File: config.mk
export PLATFORM = sky130hd
export DESIGN_NAME = mgiloc_top
export DESIGN_NICKNAME = d
export VERILOG_FILES = /design/src/verilog/mgiloc_pkg.sv /design/src/verilog/mgiloc_top.sv
export SDC_FILE = /design/constraint.sdc
export NUM_CORES = 1
export LEC_CHECK = 0
export BUFFER_PORTS_ARGS = -buffer_cell sky130_fd_sc_hd__buf_2
export CORE_MARGIN = 1
export CORE_UTILIZATION = 49
export DETAILED_ROUTE_END_ITERATION = 10
export GPL_ROUTABILITY_DRIVEN = 0
export PLACE_DENSITY = 0.8
export SLEW_MARGIN = 20
export SYNTH_ARGS = -nofsm -noshare
export SYNTH_HDL_FRONTEND = slang
export SYNTH_SLANG_ARGS = --single-unit
File: constraint.sdc
create_clock -name core_clk -period 2.46 [get_ports core_clk]
set_input_delay 0.738 -clock core_clk [delete_from_list [all_inputs] [get_ports core_clk]]
set_output_delay 0.738 -clock core_clk [all_outputs]
set_load 0.02 [all_outputs]
File: src/verilog/mgiloc_pkg.sv
// Constants and types for the management unit image locator
package mgiloc_pkg;

    // Message opcodes
    localparam logic [7:0]  OP_CFG_RD     = 8'h06;
    localparam logic [7:0]  OP_CFG_WR     = 8'h07;
    localparam logic [7:0]  OP_BASE_READY = 8'h78;

    // Message ports and register offsets
    localparam logic [7:0]  PORT_CFG      = 8'h31;
    localparam logic [7:0]  PORT_HOST     = 8'h04;
    localparam logic [15:0] REG_STICKY    = 16'h0051;
    localparam logic [15:0] REG_BASE      = 16'h0000;

    // First-stage image locations and size
    localparam logic [31:0] ROM_TRUST_ADDR = 32'hfffe0000;
    localparam logic [31:0] STRAP0_ADDR    = 32'hfff00000;
    localparam logic [31:0] STRAP1_ADDR    = 32'hffd00000;
    localparam logic [15:0] FIRST_LEN      = 16'h0800;

    // Base-ready payload layout
    localparam int          BASE_LSB      = 16;
    localparam int          BASE_MSB      = 31;
    localparam logic [15:0] BASE_LOW_ZERO = 16'h0000;

    // Persistent status register layout
    localparam logic [31:0] STICKY_RST    = 32'h00000000;
    localparam int          BIT_RECOVERY  = 9;
    localparam int          BIT_UNIT_WARM = 4;
    localparam int          BIT_ECC       = 3;
    localparam int          BIT_ISO       = 2;
    localparam int          BIT_HOSTB     = 1;
    localparam int          BIT_SMM       = 0;
    localparam int          EVT_W         = 5;

    // Message request carried as one word
    typedef struct packed {
        logic [7:0]  opcode;
        logic [7:0]  port;
        logic [15:0] offset;
        logic [31:0] wdata;
    } mgiloc_msg_t;

    // Image fetch command
    typedef struct packed {
        logic [31:0] addr;
        logic [15:0] len;
    } mgiloc_fetch_t;

    // Boot states
    typedef enum logic [1:0] {
        ST_SAMPLE,
        ST_FETCH,
        ST_FLASH,
        ST_DRAM
    } mgiloc_state_t;

endpackage

File: src/verilog/mgiloc_top.sv
// Management unit image locator: boot fetch, DRAM relocation, persistent status
`timescale 1ns/1ps
`default_nettype none

module mgiloc_top (
    // Clock and resets
    input  wire logic                     core_clk,
    input  wire logic                     rst_n,
    input  wire logic                     warm_rst,
    // Straps
    input  wire logic                     secure_variant,
    input  wire logic                     boot_strap,
    // Message port
    input  wire logic                     msg_valid,
    input  wire mgiloc_pkg::mgiloc_msg_t  msg_req,
    output logic                          msg_ack,
    output logic [31:0]                   msg_rdata,
    // Image fetch
    output logic                          fetch_req,
    output mgiloc_pkg::mgiloc_fetch_t     fetch_cmd,
    input  wire logic                     fetch_done,
    // Code source
    output logic                          code_from_dram,
    output logic [15:0]                   code_base,
    output logic                          recovery_boot,
    // Unit events
    input  wire logic                     unit_warm_reset_init,
    input  wire logic                     double_ecc_err,
    input  wire logic                     isolated_region_viol,
    input  wire logic                     host_boundary_viol,
    input  wire logic                     sysmgmt_memory_viol
);

    // Decode a message against one register
    function automatic logic msg_hit(input mgiloc_pkg::mgiloc_msg_t m,
                                     input logic [7:0] op,
                                     input logic [7:0] port,
                                     input logic [15:0] off);
        msg_hit = (m.opcode == op) && (m.port == port) && (m.offset == off);
    endfunction

    mgiloc_pkg::mgiloc_state_t state_q;
    logic [31:0]               sticky_q;
    logic [31:0]               sticky_d;
    logic                      base_seen_q;
    logic [15:0]               base_q;
    logic                      wr_sticky;
    logic                      rd_sticky;
    logic                      wr_base;
    logic [4:0]                evt;

    assign wr_sticky = msg_valid && msg_hit(msg_req, mgiloc_pkg::OP_CFG_WR,
                                            mgiloc_pkg::PORT_CFG, mgiloc_pkg::REG_STICKY);
    assign rd_sticky = msg_valid && msg_hit(msg_req, mgiloc_pkg::OP_CFG_RD,
                                            mgiloc_pkg::PORT_CFG, mgiloc_pkg::REG_STICKY);
    assign wr_base   = msg_valid && msg_hit(msg_req, mgiloc_pkg::OP_BASE_READY,
                                            mgiloc_pkg::PORT_HOST, mgiloc_pkg::REG_BASE);
    assign evt = {unit_warm_reset_init, double_ecc_err, isolated_region_viol,
                  host_boundary_viol, sysmgmt_memory_viol};

    // Next status value: software write first, then hardware sets on top
    always_comb begin
        sticky_d = sticky_q;
        if (wr_sticky) begin
            sticky_d = msg_req.wdata;
        end
        if (evt[4]) begin
            sticky_d[mgiloc_pkg::BIT_UNIT_WARM] = 1'b1;
        end
        if (evt[3]) begin
            sticky_d[mgiloc_pkg::BIT_ECC] = 1'b1;
        end
        if (evt[2]) begin
            sticky_d[mgiloc_pkg::BIT_ISO] = 1'b1;
        end
        if (evt[1]) begin
            sticky_d[mgiloc_pkg::BIT_HOSTB] = 1'b1;
        end
        if (evt[0]) begin
            sticky_d[mgiloc_pkg::BIT_SMM] = 1'b1;
        end
    end

    // Persistent status: warm reset is not looked at here on purpose
    // survives warm reset
    always_ff @(posedge core_clk or negedge rst_n) begin
        if (!rst_n) begin
            sticky_q <= mgiloc_pkg::STICKY_RST;
        end else begin
            sticky_q <= sticky_d;
        end
    end

    // Message answers: every request is acked one cycle later
    always_ff @(posedge core_clk or negedge rst_n) begin
        if (!rst_n) begin
            msg_ack   <= 1'b0;
            msg_rdata <= 32'h00000000;
        end else begin
            msg_ack   <= msg_valid;
            msg_rdata <= rd_sticky ? sticky_q : 32'h00000000; // Unmapped reads zero
        end
    end

    // Base-ready capture; low half is ignored, the host must send zeros
    // upper half taken
    always_ff @(posedge core_clk or negedge rst_n) begin
        if (!rst_n) begin
            base_seen_q <= 1'b0;
            base_q      <= 16'h0000;
        end else if (warm_rst) begin
            base_seen_q <= 1'b0;
            base_q      <= 16'h0000;
        end else if (wr_base) begin
            base_seen_q <= 1'b1;
            base_q      <= msg_req.wdata[mgiloc_pkg::BASE_MSB:mgiloc_pkg::BASE_LSB];
        end
    end

    // Boot sequence; straps caught one edge after reset release, not under reset
    always_ff @(posedge core_clk or negedge rst_n) begin
        if (!rst_n) begin
            state_q        <= mgiloc_pkg::ST_SAMPLE;
            fetch_req      <= 1'b0;
            fetch_cmd      <= '0;
            code_from_dram <= 1'b0;
            code_base      <= 16'h0000;
            recovery_boot  <= 1'b0;
        end else if (warm_rst) begin
            state_q        <= mgiloc_pkg::ST_SAMPLE;
            fetch_req      <= 1'b0;
            code_from_dram <= 1'b0;
        end else begin
            case (state_q)
                mgiloc_pkg::ST_SAMPLE: begin
                    fetch_req     <= 1'b1;
                    fetch_cmd.len <= mgiloc_pkg::FIRST_LEN;
                    recovery_boot <= sticky_q[mgiloc_pkg::BIT_RECOVERY];
                    if (secure_variant) begin
                        fetch_cmd.addr <= mgiloc_pkg::ROM_TRUST_ADDR;
                    end else begin
                        fetch_cmd.addr <= boot_strap ? mgiloc_pkg::STRAP1_ADDR
                                                     : mgiloc_pkg::STRAP0_ADDR;
                    end
                    state_q <= mgiloc_pkg::ST_FETCH;
                end
                mgiloc_pkg::ST_FETCH: begin
                    if (fetch_done) begin
                        fetch_req <= 1'b0;
                        state_q   <= mgiloc_pkg::ST_FLASH;
                    end
                end
                mgiloc_pkg::ST_FLASH: begin
                    if (base_seen_q) begin
                        code_from_dram <= 1'b1;
                        code_base      <= base_q;
                        state_q        <= mgiloc_pkg::ST_DRAM;
                    end
                end
                mgiloc_pkg::ST_DRAM: begin
                    // A later base-ready write moves the image again
                    code_base <= base_q;
                end
                default: begin
                    state_q <= mgiloc_pkg::ST_SAMPLE;
                end
            endcase
        end
    end

    // Checks

    chk_secure_fetch_addr: assert property (@(posedge core_clk) disable iff (!rst_n)
        (state_q == mgiloc_pkg::ST_SAMPLE && !warm_rst && secure_variant)
        |=> (fetch_req && fetch_cmd.addr == mgiloc_pkg::ROM_TRUST_ADDR
             && fetch_cmd.len == mgiloc_pkg::FIRST_LEN))
        else $error("secure fetch address wrong");

    chk_strap_fetch_addr: assert property (@(posedge core_clk) disable iff (!rst_n)
        (state_q == mgiloc_pkg::ST_SAMPLE && !warm_rst && !secure_variant)
        |=> (fetch_cmd.addr == ($past(boot_strap) ? mgiloc_pkg::STRAP1_ADDR
                                                  : mgiloc_pkg::STRAP0_ADDR)))
        else $error("strap fetch address wrong");

    chk_fetch_hold: assert property (@(posedge core_clk) disable iff (!rst_n)
        (state_q == mgiloc_pkg::ST_FETCH && !fetch_done && !warm_rst) |=> fetch_req)
        else $error("fetch request dropped early");

    chk_dram_switch: assert property (@(posedge core_clk) disable iff (!rst_n || warm_rst)
        (wr_base && state_q == mgiloc_pkg::ST_FLASH)
        ##2 (state_q == mgiloc_pkg::ST_DRAM)
        |-> (code_from_dram && code_base == $past(msg_req.wdata[31:16], 2)))
        else $error("code base not taken from base-ready write");

    chk_warm_keeps: assert property (@(posedge core_clk) disable iff (!rst_n)
        (warm_rst && !msg_valid && evt == 5'h00) |=> $stable(sticky_q))
        else $error("status changed across warm reset");

    chk_recovery_rw: assert property (@(posedge core_clk) disable iff (!rst_n)
        wr_sticky |=> (sticky_q[mgiloc_pkg::BIT_RECOVERY]
                       == $past(msg_req.wdata[mgiloc_pkg::BIT_RECOVERY])))
        else $error("recovery bit write not stored");

    // unit warm reset flag set wins
    chk_unit_warm_set: assert property (@(posedge core_clk) disable iff (!rst_n)
        unit_warm_reset_init |=> sticky_q[mgiloc_pkg::BIT_UNIT_WARM])
        else $error("unit warm reset flag not set");

    chk_ecc_set: assert property (@(posedge core_clk) disable iff (!rst_n)
        double_ecc_err |=> sticky_q[mgiloc_pkg::BIT_ECC])
        else $error("ECC flag not set");

    chk_iso_set: assert property (@(posedge core_clk) disable iff (!rst_n)
        isolated_region_viol |=> sticky_q[mgiloc_pkg::BIT_ISO])
        else $error("isolated region flag not set");

    chk_hostb_set: assert property (@(posedge core_clk) disable iff (!rst_n)
        host_boundary_viol |=> sticky_q[mgiloc_pkg::BIT_HOSTB])
        else $error("host boundary flag not set");

    chk_smm_set: assert property (@(posedge core_clk) disable iff (!rst_n)
        sysmgmt_memory_viol |=> sticky_q[mgiloc_pkg::BIT_SMM])
        else $error("system management flag not set");

    chk_flag_cause: assert property (@(posedge core_clk) disable iff (!rst_n)
        ($rose(sticky_q[mgiloc_pkg::BIT_ECC]) |-> $past(double_ecc_err || wr_sticky)))
        else $error("ECC flag rose without cause");

    // Main scenarios
    cov_boot_to_dram: cover property (@(posedge core_clk) disable iff (!rst_n)
        $rose(code_from_dram));
    cov_warm_recovery: cover property (@(posedge core_clk) disable iff (!rst_n)
        warm_rst ##2 recovery_boot);
    cov_event_set: cover property (@(posedge core_clk) disable iff (!rst_n)
        wr_sticky && double_ecc_err);

endmodule

`default_nettype wire
# Word level (Yosys, flattened, before mapping)
# Cells that the tools add are included.
[totals]
reg_bits = 136
latch_bits = 0
mem_bits_rw = 0
rom_bits = 0
input_bits = 76
out_inout_bits = 100
word_cells = 82
n_memories = 0
[classes]
n_addsub = 0
n_mul = 0
n_div = 0
order_cmp = 0
n_eq_ne = 12
shifts = 0
n_mux = 25
bitwise = 1
n_reduce_logical = 27
[op_table]
columns = ["operator", "n"]
rows = [
  ["16-bit two-way mux", 3],
  ["22-bit two-way mux", 2],
  ["32-bit two-way mux", 1],
  ["16-bit case mux with 2 select lines", 1],
  ["8-bit by 3-bit == test with 1-bit output, second input constant", 3],
  ["2-bit nonzero test", 9],
  ["16-bit by 7-bit == test with 1-bit output, second input constant", 1],
  ["16-bit zero test", 1],
  ["1-bit two-way mux", 12],
  ["1-bit logical AND", 9],
  ["8-bit by 6-bit == test with 1-bit output, second input constant", 1],
  ["8-bit by 7-bit == test with 1-bit output, second input constant", 1],
  ["2-bit two-way mux", 3],
  ["3-bit != test, second input constant", 2],
  ["2-bit case mux with 3 select lines", 1],
  ["2-bit AND reduction", 3],
  ["3-bit AND reduction", 2],
  ["5-bit two-way mux", 1],
  ["2-bit == test, second input constant", 2],
  ["4-bit nonzero test", 1],
  ["3-bit nonzero test", 1],
  ["2-bit by 1-bit == test with 1-bit output, second input constant", 1],
  ["2-bit zero test", 1],
  ["2-bit != test, second input constant", 1],
  ["other kinds (2)", 2],
]

# Longest topological paths before layout
# Gate-level depths: netlist of the first run.
[logic_depth]
depth_word = 6
ltp_mapped = 6
mapped_depth_nobuf = 6

# Worst setup path before layout of the first run
# No wires, ideal clock.
[synth_timing]
path_type = "input -> register"
start = "in msg_req[61] (netlist bit)"
end = "reg sticky_q[27]"
arrival_time_ns = 2.290
setup_slack_ns = 0.045
path_stages = 5
n_path_buf = 1
path_cell_list = "nand4b_1 -> or3_1 -> nor4_2 -> buf_2 -> mux2_2"
[synth_via]
elab_chain_len = 4
[synth_lines]
columns = ["item", "line", "source"]
rows = [
  ["start, declared", "mgiloc_top.sv:15", "input wire mgiloc_pkg::mgiloc_msg_t msg_req,"],
  ["8-bit by 3-bit == test with 1-bit output", "mgiloc_top.sv:39", "msg_hit = (m.opcode == op) && (m.port == port) && (m.offset == off);"],
  ["1-bit logical AND (2 in series)", "mgiloc_top.sv:39", ""],
  ["1-bit logical AND", "mgiloc_top.sv:52", "assign wr_sticky = msg_valid && msg_hit(msg_req, mgiloc_pkg::OP_CFG_WR,"],
  ["end signal, assigned", "mgiloc_top.sv:88", "sticky_q <= mgiloc_pkg::STICKY_RST;"],
  ["end signal, assigned", "mgiloc_top.sv:90", "sticky_q <= sticky_d;"],
  ["end, declared", "mgiloc_top.sv:43", "logic [31:0] sticky_q;"],
]
# No other way between the ends.
# A chain may end at the register's enable or synchronous reset.

# Worst setup path after layout of the first run
[layout_timing]
start = "in msg_req[50] (netlist bit)"
end = "reg msg_rdata[9]"
[layout_via]
elab_chain_len = 5
[layout_lines]
columns = ["item", "line", "source"]
rows = [
  ["8-bit by 6-bit == test with 1-bit output", "mgiloc_top.sv:39", ""],
  ["1-bit logical AND (2 in series)", "mgiloc_top.sv:39", ""],
  ["1-bit logical AND", "mgiloc_top.sv:54", "assign rd_sticky = msg_valid && msg_hit(msg_req, mgiloc_pkg::OP_CFG_RD,"],
  ["32-bit two-way mux", "mgiloc_top.sv:101", "msg_rdata <= rd_sticky ? sticky_q : 32'h00000000;"],
  ["end signal, assigned", "mgiloc_top.sv:101", ""],
  ["end, declared", "mgiloc_top.sv:17", "output logic [31:0] msg_rdata,"],
]
# No other way between the ends.

==> results of run 1 <==
[how the worst min path moves through the flow]
stage / from / to / slack (ps) / cells after the start
6_report: rst_n / fetch_req / 350 / 1
5_1_grt: rst_n / fetch_req / 380 / 1
4_1_cts: rst_n / fetch_req / 370 / 1
3_5_place_dp: sticky_q[27] / msg_rdata[27] / 470 / 1
3_3_place_gp: sticky_q[8] / msg_rdata[8] / 460 / 1
2_1_floorplan: rst_n / base_q[0] / 440 / 0
[sequential cells by signal, indices dropped and copies added (netlist names)]
name	flops
code_base	16
base_seen_q	1
recovery_boot	1
base_q	16
state_q	2
code_from_dram	1
sticky_q	32
fetch_cmd	3
fetch_req	1
msg_ack	1
msg_rdata	32
[critical path, delay by kind of cell]
family | cells | cell delay, ps
and+or+nand+nor | 4 | 1420
buffers and inverters | 2 | 310
[power by group through the flow]
stage / Sequential, W / Clock [W] / Combinational, W
after global routing: 0.00180 / 0.00119 / 0.000442
after floorplan: 0.00186 / 0 / 0.000250
after detailed placement: 0.00183 / 0 / 0.000401
after CTS: 0.00180 / 0.00112 / 0.000403
final: 0.00180 / 0.00108 / 0.000402
after global placement: 0.00183 / 0 / 0.000388
[routing by layer]
metal	vias up	GRT usage, %
met5	-	0
met4	2	7.35
met3	17	5.96
met2	144	32.3
met1	1555	23.4
li1	1499	-
[layout make-up]
type / count / area (µm²) / area share (%)
Sequential cell: 106 / 2650 / 48.0
Antenna cell: 1 / 2.50 / 0.0453
Clock buffer: 11 / 141 / 2.56
Clock inverter: 5 / 62.6 / 1.13
Inverter: 2 / 7.51 / 0.136
Multi-Input combinational cell: 230 / 1640 / 29.7
Tap cell: 108 / 135 / 2.45
Timing Repair Buffer: 158 / 881 / 16.0
[layout by cell type, fill, tap and decap left out, types with 2 or more instances in the layout]
cell / count
sky130_fd_sc_hd__buf_2: 142
sky130_fd_sc_hd__o31ai_1: 16
sky130_fd_sc_hd__mux2_2: 45
sky130_fd_sc_hd__nor4b_1: 2
sky130_fd_sc_hd__nor2_1: 17
sky130_fd_sc_hd__nor4_1: 5
sky130_fd_sc_hd__ha_1: 4
sky130_fd_sc_hd__and4_1: 2
sky130_fd_sc_hd__nor4_4: 2
sky130_fd_sc_hd__a31oi_1: 2
sky130_fd_sc_hd__nand2_1: 4
sky130_fd_sc_hd__buf_4: 12
sky130_fd_sc_hd__buf_12: 4
sky130_fd_sc_hd__clkinvlp_4: 2
sky130_fd_sc_hd__dfrtp_1: 106
sky130_fd_sc_hd__nand4b_1: 2
sky130_fd_sc_hd__nand4_1: 18
sky130_fd_sc_hd__and2_1: 32
sky130_fd_sc_hd__a21oi_1: 19
sky130_fd_sc_hd__inv_1: 2
sky130_fd_sc_hd__nor2b_1: 2
sky130_fd_sc_hd__or3_1: 4
sky130_fd_sc_hd__nand2b_1: 6
sky130_fd_sc_hd__o21ai_0: 2
sky130_fd_sc_hd__mux2i_1: 6
sky130_fd_sc_hd__clkbuf_8: 10
sky130_fd_sc_hd__nand3_1: 2
sky130_fd_sc_hd__conb_1: 32
[per-stage QoR]
stage / setup TNS, ps / hold slack (ps) / power, W
after floorplan: 0 / 442 / 0.00211
after global placement: -1280 / 456 / 0.00222
after detailed placement: -3710 / 466 / 0.00224
after CTS: 0 / 367 / 0.00332
after global routing: 0 / 381 / 0.00344
final: 0 / 352 / 0.00328
[cells in the mapped netlist (all sizes together)]
cell,instances
and4bb,1
nor4b,2
nor2,17
nand2b,6
a31oi,2
ha,4
nand4,18
nor2b,2
a31o,1
conb,1
nor4,7
o31ai,16
a21oi,19
inv,2
nand2,4
and2,32
o21ai,2
buf,50
mux2i,6
nor3,1
and3,1
mux2,45
or3,4
dfrtp,106
clkbuf,13
nand4b,2
and4,2
or4b,2
nand3,2
[cell families after synthesis]
| group | share of synthesized area (%) |
|---|---|
| mux | 12.4 |
| fa+ha+maj | 1.09 |
| buf+inv | 9.21 |
| compound gates | 5.37 |
| other cells | 0.0817 |
| flops | 57.8 |
| simple gates | 14.1 |
==> flow_summary.html, run 1 <==
<table>
<tr><th>Metric</th><th>Value</th></tr>
<tr><th colspan="2">Placed design</th></tr>
<tr><td>Dpl cells</td><td>604</td></tr>
<tr><td>Cell area after placement</td><td>5320 µm²</td></tr>
<tr><td>Half-perimeter wire length after placement</td><td>6810 µm</td></tr>
<tr><td>Post-Place Setup Slack</td><td>-88.3 ps</td></tr>
<tr><td>Number of I/O port buffers</td><td>143</td></tr>
<tr><th colspan="2">Clocking</th></tr>
<tr><td>Post-CTS Repair Setup Buffers</td><td>0</td></tr>
<tr><td># resized after CTS</td><td>0</td></tr>
<tr><td>Clock tree from TritonCTS</td><td>yes</td></tr>
<tr><td>Cell chosen for the clock root</td><td>sky130_fd_sc_hd__clkbuf_8</td></tr>
<tr><td>CTS Hold Bufs</td><td>0</td></tr>
<tr><td>Clock input transition at the sequential cells of the worst setup and hold paths</td><td>100 ps</td></tr>
<tr><td>TritonCTS sink count</td><td>106</td></tr>
<tr><td>Maximum buffer depth of the clock tree</td><td>2</td></tr>
<tr><td>Clock H-tree levels</td><td>3</td></tr>
<tr><td>Total clock buffers created by CTS</td><td>9</td></tr>
<tr><td>Worst skew pair latency</td><td>360 ps</td></tr>
<tr><th colspan="2">Power and ir drop</th></tr>
<tr><td>Part of the power in the clock network</td><td>32.9%</td></tr>
<tr><td>Total leakage power</td><td>2.89 nW</td></tr>
<tr><td>Max IR drop VDD</td><td>0.274 mV</td></tr>
<tr><td>Logic gate share of total power</td><td>12.2%</td></tr>
<tr><td>Pwr dens</td><td>594 nW/µm²</td></tr>
<tr><td>Psw</td><td>0.000858 W</td></tr>
<tr><td>Power share of the sequential group</td><td>54.9%</td></tr>
<tr><td>Switching power as a share of total power</td><td>26.1%</td></tr>
<tr><td>Design internal power</td><td>0.00242 W</td></tr>
<tr><th colspan="2">Detailed routing</th></tr>
<tr><td># DRC</td><td>0</td></tr>
<tr><td>Total length of routed met3 wires</td><td>681 µm</td></tr>
<tr><td>Routed length on met1</td><td>3670 µm</td></tr>
<tr><td>Detailed-routed wire length on met2</td><td>4650 µm</td></tr>
<tr><td>Final WL</td><td>9160 µm</td></tr>
<tr><td>Length of the first detailed-routing pass in iterations</td><td>4</td></tr>
<tr><td>Drt initial violations</td><td>110</td></tr>
<tr><td>Routed length per instance</td><td>14.8 µm</td></tr>
<tr><td>Routed Antenna Nets</td><td>0</td></tr>
<tr><td>Detailed-route vias per instance</td><td>5.18</td></tr>
<tr><td>Highest metal layer used by the detailed router</td><td>met5</td></tr>
<tr><td>Detailed-route via count</td><td>3,217</td></tr>
<tr><th colspan="2">Setup path</th></tr>
<tr><td>Sort of element at the end of the critical path</td><td>flop</td></tr>
<tr><td>Data required time of the worst path</td><td>2750 ps</td></tr>
<tr><td>Worst reg2reg setup slack</td><td>750 ps</td></tr>
<tr><td>Start of the worst register-to-register path</td><td>state_q[0]</td></tr>
<tr><td>Data arrival, critical path</td><td>2470 ps</td></tr>
<tr><td>Highest cell delay on the worst timing path</td><td>630 ps</td></tr>
<tr><td>Cell-by-cell trace of the critical path</td><td>buf_2 &gt; and4bb_1 &gt; or4b_2 &gt; nor4_4 &gt; buf_12 &gt; and2_1</td></tr>
<tr><td>Worst setup SP type</td><td>primary input</td></tr>
<tr><td>Worst Setup EP</td><td>msg_rdata[9]</td></tr>
<tr><td>Reg-to-reg endpoint</td><td>code_base[0]</td></tr>
<tr><td>Worst Reg2Reg Path Length in Cells</td><td>6</td></tr>
<tr><td>Category of the critical setup timing path</td><td>primary input to flop</td></tr>
<tr><td>Crit path from</td><td>msg_req[50]</td></tr>
<tr><td>Master of the slowest instance on the critical path</td><td>sky130_fd_sc_hd__or4b_2</td></tr>
<tr><td>Critical path peak fanout</td><td>32</td></tr>
<tr><th colspan="2">Timing</th></tr>
<tr><td>Hold Vio Cnt, Final</td><td>0</td></tr>
<tr><td>Final setup viols</td><td>0</td></tr>
<tr><td>Least-Margin Pin Slew</td><td>561 ps</td></tr>
<tr><td>Layout Skew</td><td>11.5 ps</td></tr>
<tr><td>Unrepaired setup endpoints after global routing</td><td>no</td></tr>
<tr><td>Final Critical Period</td><td>2180 ps</td></tr>
<tr><td>Highest achievable clock rate</td><td>458 MHz</td></tr>
<tr><td>Worst max-slew margin expressed relative to the limit</td><td>62.6%</td></tr>
<tr><td>Number of pins exceeding their max-slew limit in the final report</td><td>0</td></tr>
<tr><td>Crit share post-route</td><td>88.7%</td></tr>
<tr><td>Slack of the critical path</td><td>277 ps</td></tr>
<tr><th colspan="2">Floorplan</th></tr>
<tr><td>Die width</td><td>98.8 µm</td></tr>
<tr><td>Height of the chip</td><td>98.8 µm</td></tr>
<tr><td>Top-Level Pins</td><td>176</td></tr>
<tr><td>Die outline area</td><td>9760 µm²</td></tr>
<tr><td>Starting utilization of the core area</td><td>51.6%</td></tr>
<tr><td>Core outline area</td><td>8890 µm²</td></tr>
<tr><td>Core Rows</td><td>34</td></tr>
<tr><th colspan="2">Flow run</th></tr>
<tr><td>Number of maximum-capacitance violations</td><td>0</td></tr>
<tr><th colspan="2">Logic synthesis</th></tr>
<tr><td>Library cell occupying the most area in the post-synthesis netlist</td><td>sky130_fd_sc_hd__dfrtp_1</td></tr>
<tr><td>Synthesized flop and latch total</td><td>106</td></tr>
<tr><td>Area of the mapped netlist</td><td>4590 µm²</td></tr>
<tr><td>Post-Synthesis Mean Instance Area</td><td>12.4 µm²</td></tr>
<tr><td>Seq/Total Area, Yosys</td><td>57.8%</td></tr>
<tr><td>Number of distinct library cells after synthesis</td><td>34</td></tr>
<tr><td>Ys Warns</td><td>0</td></tr>
<tr><td>Cells after Synth</td><td>370</td></tr>
<tr><td>Leading cell types by total area after synthesis</td><td>sky130_fd_sc_hd__dfrtp_1 (58%), sky130_fd_sc_hd__mux2_2 (11%), sky130_fd_sc_hd__buf_4 (7.4%), sky130_fd_sc_hd__and2_1 (4.4%), sky130_fd_sc_hd__o31ai_1 (2.6%)</td></tr>
<tr><td>Synth top area share</td><td>57.8%</td></tr>
<tr><th colspan="2">Finish</th></tr>
<tr><td>Growth of design area from synthesis to finish</td><td>20.3%</td></tr>
<tr><td>Finished Cell Area</td><td>5520 µm²</td></tr>
<tr><td>Fin util</td><td>62.1%</td></tr>
<tr><td>Final std cells w/o fill</td><td>621</td></tr>
<tr><td>Share of cells above drive strength 1</td><td>43.8%</td></tr>
<tr><td>Number of nets at the end of the flow</td><td>587</td></tr>
<tr><td>Count of fill cells added during filler insertion</td><td>742</td></tr>
<tr><th colspan="2">Global route</th></tr>
<tr><td>Sum of overflow across all layers after global routing</td><td>0</td></tr>
<tr><td>Overall fraction of global-route tracks in use</td><td>19.3%</td></tr>
<tr><td>Pin count of the biggest net entering global routing</td><td>50</td></tr>
<tr><td>Global-route wire length before repair</td><td>14,600 µm</td></tr>
<tr><td>Number of global-route vias before repair</td><td>3,088</td></tr>
<tr><td>Number of antenna violations at the first check in global routing</td><td>1</td></tr>
<tr><th colspan="2">Worst hold path</th></tr>
<tr><td>Class of the worst hold path</td><td>primary input to asynchronous set/reset pin</td></tr>
<tr><th colspan="2">Outcome</th></tr>
<tr><td>Result of the run</td><td>complete, no violations</td></tr>
</table>
Note: power is estimated with default switching activity, not from simulation.
==> run 2, diff against run 1 <==
Settings changed: GPL_TIMING_DRIVEN from default to 1, RECOVER_POWER from default to 25.
==> flow_summary.html, run 2 (same netlist as run 1, synthesis figures left out) <==
<table>
<tr><th>Metric</th><th>Value</th></tr>
<tr><th colspan="2">Finish</th></tr>
<tr><td>Highest-count cells in the layout ignoring fill and taps</td><td>sky130_fd_sc_hd__buf_2 (141), sky130_fd_sc_hd__dfrtp_1 (106), sky130_fd_sc_hd__mux2_2 (45), sky130_fd_sc_hd__and2_1 (32), sky130_fd_sc_hd__conb_1 (32)</td></tr>
<tr><td>Most common library cell in the layout ignoring fill and taps</td><td>sky130_fd_sc_hd__buf_2</td></tr>
<tr><td>Share of cells above drive strength 1</td><td>43.4% (-0.39 points)</td></tr>
<tr><td>Growth of design area from synthesis to finish</td><td>19.9%</td></tr>
<tr><td>Largest registers in the final layout</td><td>msg_rdata x32, sticky_q x32</td></tr>
<tr><td>Number of nets at the end of the flow</td><td>587 (unchanged)</td></tr>
<tr><th colspan="2">Floorplan</th></tr>
<tr><td>Height of the chip</td><td>98.8 µm (unchanged)</td></tr>
<tr><td>Die outline area</td><td>9760 µm² (unchanged)</td></tr>
<tr><td>Core outline area</td><td>8890 µm² (unchanged)</td></tr>
<tr><td>Starting utilization of the core area</td><td>51.6% (unchanged)</td></tr>
<tr><td>Core Rows</td><td>34 (unchanged)</td></tr>
<tr><td>Die width</td><td>98.8 µm (unchanged)</td></tr>
<tr><td>Top-Level Pins</td><td>176 (unchanged)</td></tr>
<tr><th colspan="2">Clocking</th></tr>
<tr><td># resized after CTS</td><td>0 (unchanged)</td></tr>
<tr><td>Maximum buffer depth of the clock tree</td><td>2 (unchanged)</td></tr>
<tr><td>Post-CTS Repair Setup Buffers</td><td>0 (unchanged)</td></tr>
<tr><td>TritonCTS sink count</td><td>106 (unchanged)</td></tr>
<tr><td>Worst skew pair latency</td><td>360 ps (about the same)</td></tr>
<tr><td>Clock H-tree levels</td><td>3 (unchanged)</td></tr>
<tr><td>Total clock buffers created by CTS</td><td>9 (unchanged)</td></tr>
<tr><td>Clock tree from TritonCTS</td><td>yes</td></tr>
<tr><td>Cell chosen for the clock root</td><td>sky130_fd_sc_hd__clkbuf_8</td></tr>
<tr><td>Clock input transition at the sequential cells of the worst setup and hold paths</td><td>90 ps (about the same)</td></tr>
<tr><td>CTS Hold Bufs</td><td>0 (unchanged)</td></tr>
<tr><th colspan="2">Global route</th></tr>
<tr><td>Global-route wire length before repair</td><td>14,600 µm (unchanged)</td></tr>
<tr><td>Overall fraction of global-route tracks in use</td><td>19.3% (unchanged)</td></tr>
<tr><td>Number of global-route vias before repair</td><td>3,088 (unchanged)</td></tr>
<tr><td>Number of antenna violations at the first check in global routing</td><td>1 (unchanged)</td></tr>
<tr><td>Sum of overflow across all layers after global routing</td><td>0 (unchanged)</td></tr>
<tr><td>Pin count of the biggest net entering global routing</td><td>50 (unchanged)</td></tr>
<tr><th colspan="2">Setup path</th></tr>
<tr><td>Worst setup SP type</td><td>primary input</td></tr>
<tr><td>Cell-by-cell trace of the critical path</td><td>buf_2 &gt; and4bb_1 &gt; or4b_2 &gt; nor4_4 &gt; buf_12 &gt; and2_1</td></tr>
<tr><td>Highest cell delay on the worst timing path</td><td>630 ps (about the same)</td></tr>
<tr><td>Critical path peak fanout</td><td>32 (unchanged)</td></tr>
<tr><td>Master of the slowest instance on the critical path</td><td>sky130_fd_sc_hd__or4b_2</td></tr>
<tr><td>Data arrival, critical path</td><td>2470 ps (about the same)</td></tr>
<tr><td>Crit path from</td><td>msg_req[50]</td></tr>
<tr><td>Category of the critical setup timing path</td><td>primary input to flop</td></tr>
<tr><td>Sort of element at the end of the critical path</td><td>flop</td></tr>
<tr><td>Start of the worst register-to-register path</td><td>state_q[0]</td></tr>
<tr><td>Data required time of the worst path</td><td>2750 ps (about the same)</td></tr>
<tr><th colspan="2">Power and ir drop</th></tr>
<tr><td>Pwr dens</td><td>596 nW/µm² (+0.35%)</td></tr>
<tr><td>Max IR drop VDD</td><td>0.273 mV (-0.36%)</td></tr>
<tr><td>Total power</td><td>0.00328 W (about the same)</td></tr>
<tr><td>Total leakage power</td><td>2.88 nW (-0.41%)</td></tr>
<tr><th colspan="2">Timing</th></tr>
<tr><td>Worst max-slew margin expressed relative to the limit</td><td>30.0% (-33 points)</td></tr>
<tr><td>Least-Margin Pin Slew</td><td>1050 ps (+489 ps)</td></tr>
<tr><td>Number of pins exceeding their max-slew limit in the final report</td><td>0 (unchanged)</td></tr>
<tr><td>Unrepaired setup endpoints after global routing</td><td>no</td></tr>
<tr><td>Crit share post-route</td><td>88.6% (-0.12 points)</td></tr>
<tr><td>Min Hold Slack</td><td>482 ps (+130 ps)</td></tr>
<tr><td>Final Critical Period</td><td>2180 ps (-3.03 ps)</td></tr>
<tr><td>Hold Vio Cnt, Final</td><td>0 (unchanged)</td></tr>
<tr><td>Total Negative Setup Slacks</td><td>0 ps (unchanged)</td></tr>
<tr><td>Highest achievable clock rate</td><td>459 MHz (+0.14%)</td></tr>
<tr><td>Layout Skew</td><td>10.9 ps (-0.601 ps)</td></tr>
<tr><td>Final setup viols</td><td>0 (unchanged)</td></tr>
<tr><th colspan="2">Detailed routing</th></tr>
<tr><td># DRC</td><td>0 (unchanged)</td></tr>
<tr><td>Length of the first detailed-routing pass in iterations</td><td>4 (unchanged)</td></tr>
<tr><td>Routed length per instance</td><td>14.7 µm (about the same)</td></tr>
<tr><td>Detailed-route vias per instance</td><td>5.20 (+0.37%)</td></tr>
<tr><td>Final WL</td><td>9160 µm (about the same)</td></tr>
<tr><td>Routed Antenna Nets</td><td>0 (unchanged)</td></tr>
<tr><td>Detailed-route via count</td><td>3,229 (+0.37%)</td></tr>
<tr><td>Drt initial violations</td><td>124 (+13%)</td></tr>
<tr><th colspan="2">Worst hold path</th></tr>
<tr><td>Critical hold path startpoint</td><td>sticky_q[27]</td></tr>
<tr><td>Class of the worst hold path</td><td>flop to flop</td></tr>
<tr><th colspan="2">Placed design</th></tr>
<tr><td>Number of I/O port buffers</td><td>143 (unchanged)</td></tr>
<tr><td>Half-perimeter wire length after placement</td><td>6810 µm (unchanged)</td></tr>
<tr><th colspan="2">Flow run</th></tr>
<tr><td>Number of maximum-capacitance violations</td><td>0 (unchanged)</td></tr>
<tr><th colspan="2">Outcome</th></tr>
<tr><td>Result of the run</td><td>complete, no violations</td></tr>
</table>
run 2: cell count changes in the layout (fill, tap and decap cells not counted), sizes merged:
cell and delta:
buf -4, clkbuf +4
run 2: metrics by stage:
| step | utilization [%] | std cells | instance area (µm²) | setup slack, ps |
|---|---|---|---|---|
| 6_report | 61.9 | 621 | 5500 | 280 |
| 5_1_grt | 61.8 | 620 | 5500 | 224 |
| 4_1_cts | 62.1 | 620 | 5520 | 291 |
| 3_5_place_dp | 59.8 | 604 | 5320 | -88.3 |
| 3_3_place_gp | 59.8 | 604 | 5320 | -36.0 |
| 2_1_floorplan | - | 401 | 4710 | 45.5 |
run 2: cell type report:
| cell class | instances | area (µm²) |
|---|---|---|
| diodes | 1 | 2.50 |
| clock inverters | 5 | 62.6 |
| inverters | 2 | 7.51 |
| multi-input cells | 230 | 1640 |
| fillers | 748 | 3390 |
| repair buffers | 158 | 861 |
| well taps | 108 | 135 |
| clock buffers | 11 | 141 |
| flip-flops and latches | 106 | 2650 |
run 2: critical path, delay by kind of cell:
| kind | cells | cell delay [ps] |
|---|---|---|
| buf+inv | 2 | 310 |
| simple gates | 4 | 1410 |
run 2: per-layer routing:
metal  up-vias  wire [µm]  global-route usage, %
met1      1563       3640                   23.4
li1       1497          -                      -
met3        16        691                   5.96
met4         2        172                   7.35
met2       151       4640                   32.3
met5         -         12                      0
run 2: final timing paths:
check	to	slack, ps	depth (start not counted)
setup / recovery	msg_rdata[9]	280	6
hold / removal	msg_rdata[27]	480	1
setup reg to reg	code_base[0]	750	6
hold reg to reg	msg_rdata[27]	480	1
max in group asynchronous	msg_rdata[24]	570	2
min in group asynchronous	fetch_req	540	1
run 2: power by group:
part           internal [W]  switching (W)
Clock              0.000505       0.000578
Sequential          0.00177      0.0000263
Combinational      0.000140       0.000257
Total               0.00242       0.000861
